[src/rtl/kbh_map.vh]
`ifndef KBH_MAP_VH
`define KBH_MAP_VH
// host i/o addresses (data port and command/status port)
`define KBH_IO_DATA 8'h60
`define KBH_IO_CMD 8'h64
// status register bit positions
`define KBH_ST_OBF 0
`define KBH_ST_IBF 1
`define KBH_ST_SYS 2
`define KBH_ST_CD 3
`define KBH_ST_INH 4
`define KBH_ST_AUX 5
`define KBH_ST_TMO 6
`define KBH_ST_PAR 7
// configuration byte bit positions
`define KBH_CF_KIRQ 0
`define KBH_CF_MIRQ 1
`define KBH_CF_SYS 2
`define KBH_CF_NOLOCK 3
`define KBH_CF_KDIS 4
`define KBH_CF_MDIS 5
`define KBH_CF_XLAT 6
`define KBH_CF_RSVD 7
`define KBH_CFG_RESET 8'h00
// command codes
`define KBH_CMD_RDCFG 8'h20
`define KBH_CMD_WRCFG 8'h60
`define KBH_CMD_GRP_RD 2'b00
`define KBH_CMD_GRP_WR 2'b01
// internal ram
`define KBH_RAM_WORDS 32
`define KBH_RAM_AW 5
// scan code break prefix
`define KBH_BRK_PREFIX 8'hf0
// link frame: start, 8 data, parity, stop
`define KBH_FRAME_LAST 4'd10
`endif

[src/rtl/kbh_fifo.v]
`timescale 1ns/1ps
`include "kbh_map.vh"
module kbh_fifo #(
  parameter WIDTH = 10,
  parameter DEPTH = 8,
  parameter AW = 3
) (
  input wire clk,
  input wire sys_rst,
  input wire in_valid,
  output wire in_ready,
  input wire [WIDTH-1:0] in_data,
  output wire out_valid,
  input wire out_ready,
  output wire [WIDTH-1:0] out_data
);
  // storage array, read asynchronously at the head
  reg [WIDTH-1:0] mem_r [0:DEPTH-1];
  reg [AW-1:0] wp_r;
  reg [AW-1:0] rp_r;
  // occupancy; one extra bit so full and empty differ
  reg [AW:0] cnt_r;
  wire push = in_valid & in_ready;
  wire pop = out_valid & out_ready;
  assign in_ready = (cnt_r != DEPTH[AW:0]);
  assign out_valid = (cnt_r != {(AW+1){1'b0}});
  assign out_data = mem_r[rp_r];
  // data write, no reset needed on storage
  always @(posedge clk) begin
    if (push) begin
      mem_r[wp_r] <= in_data;
    end
  end
  // pointers wrap at DEPTH, which need not be a power of two
  always @(posedge clk or posedge sys_rst) begin
    if (sys_rst) begin
      wp_r <= {AW{1'b0}};
      rp_r <= {AW{1'b0}};
      cnt_r <= {(AW+1){1'b0}};
    end else begin
      if (push) begin
        wp_r <= (wp_r == DEPTH[AW-1:0] - 1'b1) ? {AW{1'b0}} : wp_r + 1'b1;
      end
      if (pop) begin
        rp_r <= (rp_r == DEPTH[AW-1:0] - 1'b1) ? {AW{1'b0}} : rp_r + 1'b1;
      end
      if (push & ~pop) begin
        cnt_r <= cnt_r + 1'b1;
      end else if (pop & ~push) begin
        cnt_r <= cnt_r - 1'b1;
      end
    end
  end
endmodule // kbh_fifo

[src/rtl/kbh_rx.v]
`timescale 1ns/1ps
`include "kbh_map.vh"
module kbh_rx (
  input wire clk,
  input wire sys_rst,
  input wire en,
  input wire ps_clk_i,
  input wire ps_data_i,
  input wire ready,
  output reg valid,
  output reg [7:0] byte_o,
  output reg perr
);
  // three-stage synchronisers for the pins
  reg cs1_r, cs2_r, cs3_r;
  reg ds1_r, ds2_r, ds3_r;
  // filtered clock level, moves only when stages two and three agree
  reg clk_lvl_r;
  reg [8:0] sh_r;
  reg [3:0] cnt_r;
  wire agree = (cs2_r == cs3_r);
  wire fall = clk_lvl_r & agree & ~cs3_r;
  always @(posedge clk or posedge sys_rst) begin
    if (sys_rst) begin
      cs1_r <= 1'b1;
      cs2_r <= 1'b1;
      cs3_r <= 1'b1;
      ds1_r <= 1'b1;
      ds2_r <= 1'b1;
      ds3_r <= 1'b1;
      clk_lvl_r <= 1'b1;
    end else begin
      cs1_r <= ps_clk_i;
      cs2_r <= cs1_r;
      cs3_r <= cs2_r;
      ds1_r <= ps_data_i;
      ds2_r <= ds1_r;
      ds3_r <= ds2_r;
      if (agree) begin
        clk_lvl_r <= cs3_r;
      end
    end
  end
  // frame shifter; a held byte or disable stops reception
  always @(posedge clk or posedge sys_rst) begin
    if (sys_rst) begin
      sh_r <= 9'h000;
      cnt_r <= 4'd0;
      valid <= 1'b0;
      byte_o <= 8'h00;
      perr <= 1'b0;
    end else begin
      if (valid & ready) begin
        valid <= 1'b0;
      end
      if (~en | valid) begin
        // partial frame is dropped while the link is inhibited
        cnt_r <= 4'd0;
      end else if (fall) begin
        if (cnt_r == 4'd0) begin
          // wait for a low start bit
          if (~ds3_r) begin
            cnt_r <= 4'd1;
          end
        end else if (cnt_r == `KBH_FRAME_LAST) begin
          cnt_r <= 4'd0;
          valid <= 1'b1;
          byte_o <= sh_r[7:0];
          // odd parity over data and parity bit
          perr <= ~(^sh_r);
        end else begin
          sh_r <= {ds3_r, sh_r[8:1]};
          cnt_r <= cnt_r + 4'd1;
        end
      end
    end
  end
endmodule // kbh_rx

[src/rtl/kbh_top.v]
`timescale 1ns/1ps
`include "kbh_map.vh"
// How it works
// obf flag set on load, until read
// write-only input buffer at 60/64
// write address marks byte data or command
// data goes to keyboard unless parameter awaited
// host writes only while ibf reads 0
// read-only output buffer read at 60
// output buffer carries scan codes and replies
// host reads only while obf reads 1
// commands 00-1F, 21-3F return ram byte
// command 20 returns configuration byte
// commands 40-5F write next data to ram
// command 60 writes next data to configuration
// config bit 0 enables keyboard data interrupt
// config bit 1 mouse interrupt, reserved otherwise
// config bit 2 shows as status system flag
// config bit 3 ignores lock switch
// config bit 5 holds mouse clock low
// config bit 6 translates scan codes
// config bit 4 holds keyboard clock low
// commands 61-7F write next data to ram
// status register readable at 64 anytime
// status bit 3 shows last write port
// ibf set on write, cleared when consumed
// read at 60 clears obf; config resets zero
module kbh_top #(
  parameter PS2_MODE = 1,
  parameter FIFO_DEPTH = 8,
  parameter FIFO_AW = 3
) (
  input wire clk,
  input wire sys_rst,
  input wire io_wr,
  input wire io_rd,
  input wire [7:0] io_addr,
  input wire [7:0] io_wdata,
  output reg [7:0] io_rdata,
  output reg io_rvalid,
  output reg kbd_tx_stb,
  output reg [7:0] kbd_tx_byte,
  input wire kbd_clk_i,
  input wire kbd_data_i,
  output wire kbd_clk_o,
  output reg kbd_clk_oe,
  input wire mouse_clk_i,
  input wire mouse_data_i,
  output wire mouse_clk_o,
  output reg mouse_clk_oe,
  input wire keyboard_lock_switch_input,
  output wire kbd_irq,
  output wire mouse_irq
);
  // parameter wait states, one-hot
  localparam ST_IDLE = 3'b001;
  localparam ST_WRAM = 3'b010;
  localparam ST_WCFG = 3'b100;
  // address match, used by both read and write decode
  function hit;
    input [7:0] addr;
    input [7:0] want;
    begin
      hit = (addr == want);
    end
  endfunction
  // partial set-2 to legacy code table; unknown codes keep their low seven bits
  function [6:0] xlate;
    input [7:0] code;
    begin
      case (code)
        8'h76: xlate = 7'h01;
        8'h16: xlate = 7'h02;
        8'h1e: xlate = 7'h03;
        8'h26: xlate = 7'h04;
        8'h25: xlate = 7'h05;
        8'h2e: xlate = 7'h06;
        8'h36: xlate = 7'h07;
        8'h3d: xlate = 7'h08;
        8'h3e: xlate = 7'h09;
        8'h46: xlate = 7'h0a;
        8'h45: xlate = 7'h0b;
        8'h66: xlate = 7'h0e;
        8'h0d: xlate = 7'h0f;
        8'h15: xlate = 7'h10;
        8'h1d: xlate = 7'h11;
        8'h24: xlate = 7'h12;
        8'h2d: xlate = 7'h13;
        8'h5a: xlate = 7'h1c;
        8'h14: xlate = 7'h1d;
        8'h1c: xlate = 7'h1e;
        8'h1b: xlate = 7'h1f;
        8'h12: xlate = 7'h2a;
        8'h11: xlate = 7'h38;
        8'h29: xlate = 7'h39;
        default: xlate = code[6:0];
      endcase
    end
  endfunction
  reg [7:0] wbuf_r; // input buffer byte
  reg ibf_r; // input buffer full
  reg cd_r; // 1: last write was a command
  reg [7:0] obuf_r; // output buffer byte
  reg obf_r; // output buffer full
  reg aux_r; // output byte came from mouse
  reg perr_r; // parity error of output byte
  reg [7:0] cfg_r; // configuration byte
  reg [7:0] ram_r [0:`KBH_RAM_WORDS-1]; // internal ram
  reg [2:0] st_r; // parameter wait state
  reg [`KBH_RAM_AW-1:0] pidx_r; // ram index awaiting data
  reg rep_r; // command reply waiting for the output buffer
  reg [7:0] rep_byte_r; // the reply itself
  reg brk_r; // break prefix seen while translating
  reg lk1_r, lk2_r, lk3_r; // lock switch synchroniser
  reg lock_r; // filtered lock level
  wire wr_data = io_wr & hit(io_addr, `KBH_IO_DATA);
  wire wr_cmd = io_wr & hit(io_addr, `KBH_IO_CMD);
  wire rd_data = io_rd & hit(io_addr, `KBH_IO_DATA);
  wire rd_stat = io_rd & hit(io_addr, `KBH_IO_CMD);
  // controller takes the byte only when the reply slot is free
  wire consume = ibf_r & ~rep_r;
  wire [1:0] grp = wbuf_r[7:6];
  // keyboard inhibited by the lock switch unless told to ignore it
  // lock switch ignore
  wire lock_inh = lock_r & ~cfg_r[`KBH_CF_NOLOCK];
  wire kbd_en = ~cfg_r[`KBH_CF_KDIS] & ~lock_inh;
  wire ms_en = (PS2_MODE != 0) & ~cfg_r[`KBH_CF_MDIS];
  // receivers feed the fifo; keyboard wins a tie
  wire kv, mv;
  wire [7:0] kb, mb;
  wire kp, mp;
  wire f_in_ready;
  wire k_ready = f_in_ready;
  wire m_ready = f_in_ready & ~kv;
  wire [9:0] f_in = kv ? {1'b0, kp, kb} : {1'b1, mp, mb};
  wire f_out_valid;
  wire [9:0] f_out;
  // fifo drains only into an empty output buffer, replies first
  wire f_out_ready = ~obf_r & ~rep_r;
  wire pop = f_out_valid & f_out_ready;
  wire f_kbd = ~f_out[9];
  wire do_xlat = f_kbd & cfg_r[`KBH_CF_XLAT];
  wire swallow = do_xlat & (f_out[7:0] == `KBH_BRK_PREFIX);
  assign kbd_clk_o = 1'b0;
  assign mouse_clk_o = 1'b0;
  // keyboard data interrupt
  assign kbd_irq = obf_r & ~aux_r & cfg_r[`KBH_CF_KIRQ];
  // mouse data interrupt
  assign mouse_irq = obf_r & aux_r & cfg_r[`KBH_CF_MIRQ];
  kbh_rx u_krx (
    .clk(clk),
    .sys_rst(sys_rst),
    .en(kbd_en),
    .ps_clk_i(kbd_clk_i),
    .ps_data_i(kbd_data_i),
    .ready(k_ready),
    .valid(kv),
    .byte_o(kb),
    .perr(kp)
  );
  kbh_rx u_mrx (
    .clk(clk),
    .sys_rst(sys_rst),
    .en(ms_en),
    .ps_clk_i(mouse_clk_i),
    .ps_data_i(mouse_data_i),
    .ready(m_ready),
    .valid(mv),
    .byte_o(mb),
    .perr(mp)
  );
  kbh_fifo #(
    .WIDTH(10),
    .DEPTH(FIFO_DEPTH),
    .AW(FIFO_AW)
  ) u_fifo (
    .clk(clk),
    .sys_rst(sys_rst),
    .in_valid(kv | mv),
    .in_ready(f_in_ready),
    .in_data(f_in),
    .out_valid(f_out_valid),
    .out_ready(f_out_ready),
    .out_data(f_out)
  );
  // lock switch pin: three flops, change taken when two and three agree
  always @(posedge clk or posedge sys_rst) begin
    if (sys_rst) begin
      lk1_r <= 1'b0;
      lk2_r <= 1'b0;
      lk3_r <= 1'b0;
      lock_r <= 1'b0;
    end else begin
      lk1_r <= keyboard_lock_switch_input;
      lk2_r <= lk1_r;
      lk3_r <= lk2_r;
      if (lk2_r == lk3_r) begin
        lock_r <= lk3_r;
      end
    end
  end
  // link clock hold: disabled, or a received byte cannot be stored
  always @(posedge clk or posedge sys_rst) begin
    if (sys_rst) begin
      kbd_clk_oe <= 1'b0;
      mouse_clk_oe <= 1'b0;
    end else begin
      // keyboard clock held low
      kbd_clk_oe <= ~kbd_en | (kv & ~k_ready);
      // mouse clock held low
      mouse_clk_oe <= ~ms_en | (mv & ~m_ready);
    end
  end
  // host reads; data comes out one cycle after the strobe
  always @(posedge clk or posedge sys_rst) begin
    if (sys_rst) begin
      io_rdata <= 8'h00;
      io_rvalid <= 1'b0;
    end else begin
      io_rvalid <= rd_data | rd_stat;
      if (rd_data) begin
        // output buffer read
        io_rdata <= obuf_r;
      end else if (rd_stat) begin
        // status byte; R15 system flag, R22 command/data
        io_rdata <= {perr_r, 1'b0, aux_r, ~lock_inh, cd_r, cfg_r[`KBH_CF_SYS], ibf_r, obf_r};
      end
    end
  end
  // ram has no reset; contents are whatever software wrote
  always @(posedge clk) begin
    // ram write from parameter byte; R20 likewise
    if (consume & ~cd_r & st_r[1]) begin
      ram_r[pidx_r] <= wbuf_r;
    end
  end
  // input buffer and command interpreter
  always @(posedge clk or posedge sys_rst) begin
    if (sys_rst) begin
      wbuf_r <= 8'h00;
      ibf_r <= 1'b0;
      cd_r <= 1'b0;
      cfg_r <= `KBH_CFG_RESET;
      st_r <= ST_IDLE;
      pidx_r <= {`KBH_RAM_AW{1'b0}};
      rep_r <= 1'b0;
      rep_byte_r <= 8'h00;
      kbd_tx_stb <= 1'b0;
      kbd_tx_byte <= 8'h00;
    end else begin
      kbd_tx_stb <= 1'b0;
      if (rep_r & ~obf_r) begin
        rep_r <= 1'b0;
      end
      if (consume & cd_r) begin
        st_r <= ST_IDLE;
        if (wbuf_r == `KBH_CMD_RDCFG) begin
          // configuration byte reply
          rep_r <= 1'b1;
          rep_byte_r <= cfg_r;
        end else if (wbuf_r == `KBH_CMD_WRCFG) begin
          st_r <= ST_WCFG;
        end else if (grp == `KBH_CMD_GRP_RD) begin
          // ram byte reply
          rep_r <= 1'b1;
          rep_byte_r <= ram_r[wbuf_r[`KBH_RAM_AW-1:0]];
        end else if (grp == `KBH_CMD_GRP_WR) begin
          // await ram data; R20 too
          st_r <= ST_WRAM;
          pidx_r <= wbuf_r[`KBH_RAM_AW-1:0];
        end
      end else if (consume) begin
        // parameter wait consumes data
        case (st_r)
          ST_WRAM: begin
            st_r <= ST_IDLE;
          end
          ST_WCFG: begin
            // load configuration; R14 reserved bit
            cfg_r <= {1'b0, wbuf_r[6:2], wbuf_r[1] & (PS2_MODE != 0), wbuf_r[0]};
            st_r <= ST_IDLE;
          end
          default: begin
            // forward to keyboard
            kbd_tx_stb <= 1'b1;
            kbd_tx_byte <= wbuf_r;
            st_r <= ST_IDLE;
          end
        endcase
      end
      if (wr_data | wr_cmd) begin
        // buffer the byte; R3 mark its kind
        wbuf_r <= io_wdata;
        cd_r <= wr_cmd;
        // set wins over consume
        ibf_r <= 1'b1;
      end else if (consume) begin
        // cleared once consumed
        ibf_r <= 1'b0;
      end
    end
  end
  // output buffer loader
  always @(posedge clk or posedge sys_rst) begin
    if (sys_rst) begin
      obuf_r <= 8'h00;
      obf_r <= 1'b0;
      aux_r <= 1'b0;
      perr_r <= 1'b0;
      brk_r <= 1'b0;
    end else begin
      if (rep_r & ~obf_r) begin
        // reply into output buffer; R1 flag set
        obuf_r <= rep_byte_r;
        obf_r <= 1'b1;
        aux_r <= 1'b0;
        perr_r <= 1'b0;
      end else if (pop & swallow) begin
        // two-byte break collapses
        brk_r <= 1'b1;
      end else if (pop) begin
        // scan code into output buffer; R1 flag set
        obf_r <= 1'b1;
        aux_r <= ~f_kbd;
        perr_r <= f_out[8];
        if (do_xlat) begin
          // legacy code with break bit
          obuf_r <= {brk_r, xlate(f_out[7:0])};
          brk_r <= 1'b0;
        end else begin
          obuf_r <= f_out[7:0];
        end
      end else if (rd_data) begin
        // host read empties the buffer
        obf_r <= 1'b0;
      end
    end
  end
endmodule // kbh_top

[config.mk]
export PLATFORM = sky130hd
export DESIGN_NAME = kbh_top
export DESIGN_NICKNAME = d
export VERILOG_FILES = /design/src/rtl/kbh_fifo.v /design/src/rtl/kbh_rx.v /design/src/rtl/kbh_top.v
export VERILOG_INCLUDE_DIRS = /design/src /design/src/rtl
export SDC_FILE = /design/constraint.sdc
export NUM_CORES = 1
export LEC_CHECK = 0
export ABC_CLOCK_PERIOD_IN_PS = 3800
export BUFFER_PORTS_ARGS = -buffer_cell sky130_fd_sc_hd__buf_4
export CELL_PAD_IN_SITES_DETAIL_PLACEMENT = 1
export CELL_PAD_IN_SITES_GLOBAL_PLACEMENT = 1
export CORE_MARGIN = 10
export CORE_UTILIZATION = 40
export CTS_BUF_LIST = sky130_fd_sc_hd__clkbuf_16
export CTS_CLUSTER_SIZE = 12
export DETAILED_ROUTE_END_ITERATION = 12
export GPL_TIMING_DRIVEN = 0
export PLACE_DENSITY_LB_ADDON = 0.1
export SYNTH_ARGS = -nofsm -noshare
export SYNTH_HDL_FRONTEND = slang
export SYNTH_HIERARCHICAL = 1
export SYNTH_SLANG_ARGS = --single-unit
[constraint.sdc]
create_clock -name clk -period 3.8 [get_ports clk]
set_clock_uncertainty 0.15 [all_clocks]
set_input_delay 0.76 -clock clk [delete_from_list [all_inputs] [get_ports clk]]
set_output_delay 0.76 -clock clk [all_outputs]
set_load 0.01 [all_outputs]
==> flow_summary.toml <==
[setup_path]
critPathRequiredTime_ps = 4120
crit_fanout = 10
cp-start-kind = "flip-flop"
cp.arrival_ps = 4020
crit_path_end_kind = "flip-flop"
r2r_setup_slack_ps = 100
worstSetupPathType = "reg2reg"

[sta]
final_max_slew_viol_count = 0
fin_crit_sh_pct = 97.4
final-hold-violation-count = 0
final.setup.worst_slack_ps = 100
rsz0062_at_grt = "true"
hold_ws_ps = 126
period_minus_slack_ps = 3700
tightest_slew_ps = 1380
setup_viol = 0
fin_setup_tns_ps = 0
slew-limit-headroom_pct = 7.98
fmax_mhz = 270

[layout]
num-fill-cells = 4743
stdcell_area_mm2 = 0.0230
stdcell_count = 1978
syn_to_final_growth_pct = 14.6
antenna_cells = 0
fin_util_pct = 46.6
drive_above_1_share_pct = 28.1
final_nets = 1316

[synth]
synth_seq_area_share_pct = 68.0
syn-cell-area_mm2 = 0.0200
yosysUniqueCellTypes = 75
avgSynthCellArea_um2 = 17.1
ys_ff_latch = 476
synth_top_area_share_pct = 50.4
yosysMostFrequentCell = "edfxtp_1"
yosys.area.top_type = "edfxtp_1"
synthCells = 1169
ys_top_cells_by_count = "336 x edfxtp_1, 125 x dfrtp_1, 94 x nand2_1"
synth_edf_count = 336
async_flop_share_pct = 29.4
synth_area_leaders = "edfxtp_1 50%, dfrtp_1 16%, mux4_2 9.4%"
yosys_warnings = 6
synth_ff_type = "edfxtp_1"

[die]
coreArea_mm2 = 0.0493
die_w_um = 244
ios = 49
fp-row-count = 81
fp.dieH_um = 244
die-area_mm2 = 0.0594
start_util_pct = 40.7

[global_routing]
grt_use_met1_pct = 23.2
grt_pass1_wl_um = 73000
grt_max_degree = 69
grt_pass1_vias = 11262
use_met3_pct = 2.79
grt-ovfl-total = 0
grt_busiest_layer = "met2"
grtUsageMet2_pct = 25.2
grtUsageTotal_pct = 16.2
antenna_found_initial = 0

[placed_design]
dp_hpwl_um = 32300
place_area_mm2 = 0.0213
place_ws_ps = -494
place_inst = 1886
gp_congestion = 0.800
port_buffers = 46

[clock_tree]
cts.sinks = 476
cts_tree = "yes"
clk_latency_ps = 600
clockBufferDepth = 3
path_clk_slew_ps = 60
cts_buffers = 51
root_buffer = "clkbuf_16"
htreeDepth = 2

[power]
leakagePower_nw = 8.44
power_mw = 12.8
peakVddDrop_mv = 0.351
power.density_mw_per_mm2 = 558

[min_path]
hold_class = "in2reg"

[job]
max-cap-violations = 0

[drt]
antenna_left = 0
drcViolationCount = 0
drt-total-wl_um = 47700
firstDrtPassIters = 5
routedWlPerCell_um = 24.1
drt_iter0_markers = 888
via_per_inst = 5.42
vias = 10723

[run_status]
status = "completed"
==> state kept, by name (all words and copies together) (netlist names), 9 cells and up <==
signal and count:
ram_r 256, u_fifo/mem_r 80, u_krx/sh_r 9, u_mrx/sh_r 9
==> placed cells by master (no fill, tap or decap), types with 6 or more instances in the layout <==
master and count:
clkbuf_1 15, ha_1 13, mux4_1 16, nand2_1 94, mux2_4 17, o21ai_0 37
nor3_1 14, nor2b_1 19, xnor2_1 14, inv_1 38, a21oi_1 12, edfxtp_1 336
nor3b_1 6, buf_4 54, nor2_1 56, clkbuf_2 8, clkinv_2 6, dfrtp_1 120
mux2i_1 18, buf_6 12, mux4_2 84, nand3_1 20, a221o_1 9, buf_1 6
nand2b_1 12, clkbuf_16 53, mux2_2 60, dfstp_2 15, clkinv_1 9, buf_2 11
o211ai_1 6
==> power by group <==
part	internal [mW]	leakage (nW)	total (mW)	switching (mW)
Clock	2.58	0.824	4.58	2.00
Sequential	5.82	4.93	6.10	0.285
Combinational	0.944	2.69	2.12	1.17
==> critical path, stage by stage (launching register included) <==
cell,delay [ps]
dfrtp_2,440
buf_8,190
mux4_1,580
mux2_2,330
buf_2,210
nor3b_1,430
o211ai_1,210
o211ai_1,190
inv_1,150
a21oi_2,270
o21ai_0,160
mux2_2,270
==> layer usage <==
metal / part of all wire (%) / vias up
li1: - / 4773
met1: 47 / 5655
met2: 47 / 244
met3: 4.6 / 51
met4: 1.6 / 0
met5: 0 / -
==> cells by family (layout without fill, tap and decap cells) <==
family | Yosys count | count (layout) | synth area share, %
buffers and inverters | 81 | 225 | 2.00
and+or+nand+nor | 276 | 276 | 7.13
adders and majority gates | 17 | 17 | 1.06
AOI/OAI and AO/OA | 105 | 105 | 3.82
other | 1 | 2 | 0.0187
xor gates and xnor gates | 18 | 18 | 0.925
muxes | 195 | 195 | 17.1
DFF | 476 | 476 | 68.0
==> final timing paths <==
kind / from / end / cells past startpoint
worst max-delay path: u_fifo/rp_r[0]$_DFFE_PP0P_ / obuf_r[6]$_DFFE_PP0P_ / 11
max in group asynchronous: sys_rst / u_krx/cnt_r[2]$_DFFE_PP0P_ / 3
worst min register to register: lk1_r$_DFF_PP0_ / lk2_r$_DFF_PP0_ / 0
worst min-delay path: kbd_data_i / u_krx/ds1_r$_DFF_PP1_ / 1
min in group asynchronous: sys_rst / mouse_clk_oe$_DFF_PP0_ / 3
worst max register to register: u_fifo/rp_r[0]$_DFFE_PP0P_ / obuf_r[6]$_DFFE_PP0P_ / 11
==> cell type report <==
| type | instances | area (um2) | area share, % |
|---|---|---|---|
| timing repair buffer | 56 | 474 | 2.07 |
| inverter | 24 | 92.6 | 0.403 |
| clock buffer | 53 | 1330 | 5.78 |
| multi-input combinational | 613 | 6070 | 26.4 |
| tap | 664 | 831 | 3.62 |
| sequential | 476 | 13600 | 59.3 |
| buffer | 55 | 320 | 1.40 |
| clock inverter | 37 | 223 | 0.970 |
==> what timing repair did <==
| action | in CTS | in global routing |
|---|---|---|
| hold buffers | 1 | 0 |
| pin swaps | 0 | 1 |
| setup endpoints to repair | 19 | 14 |
| buffers inserted | 0 | 2 |
| hold endpoints to repair | 2 | 0 |
| gates resized for setup | 11 | 18 |
No activity file was read; power rests on OpenSTA's default activity.
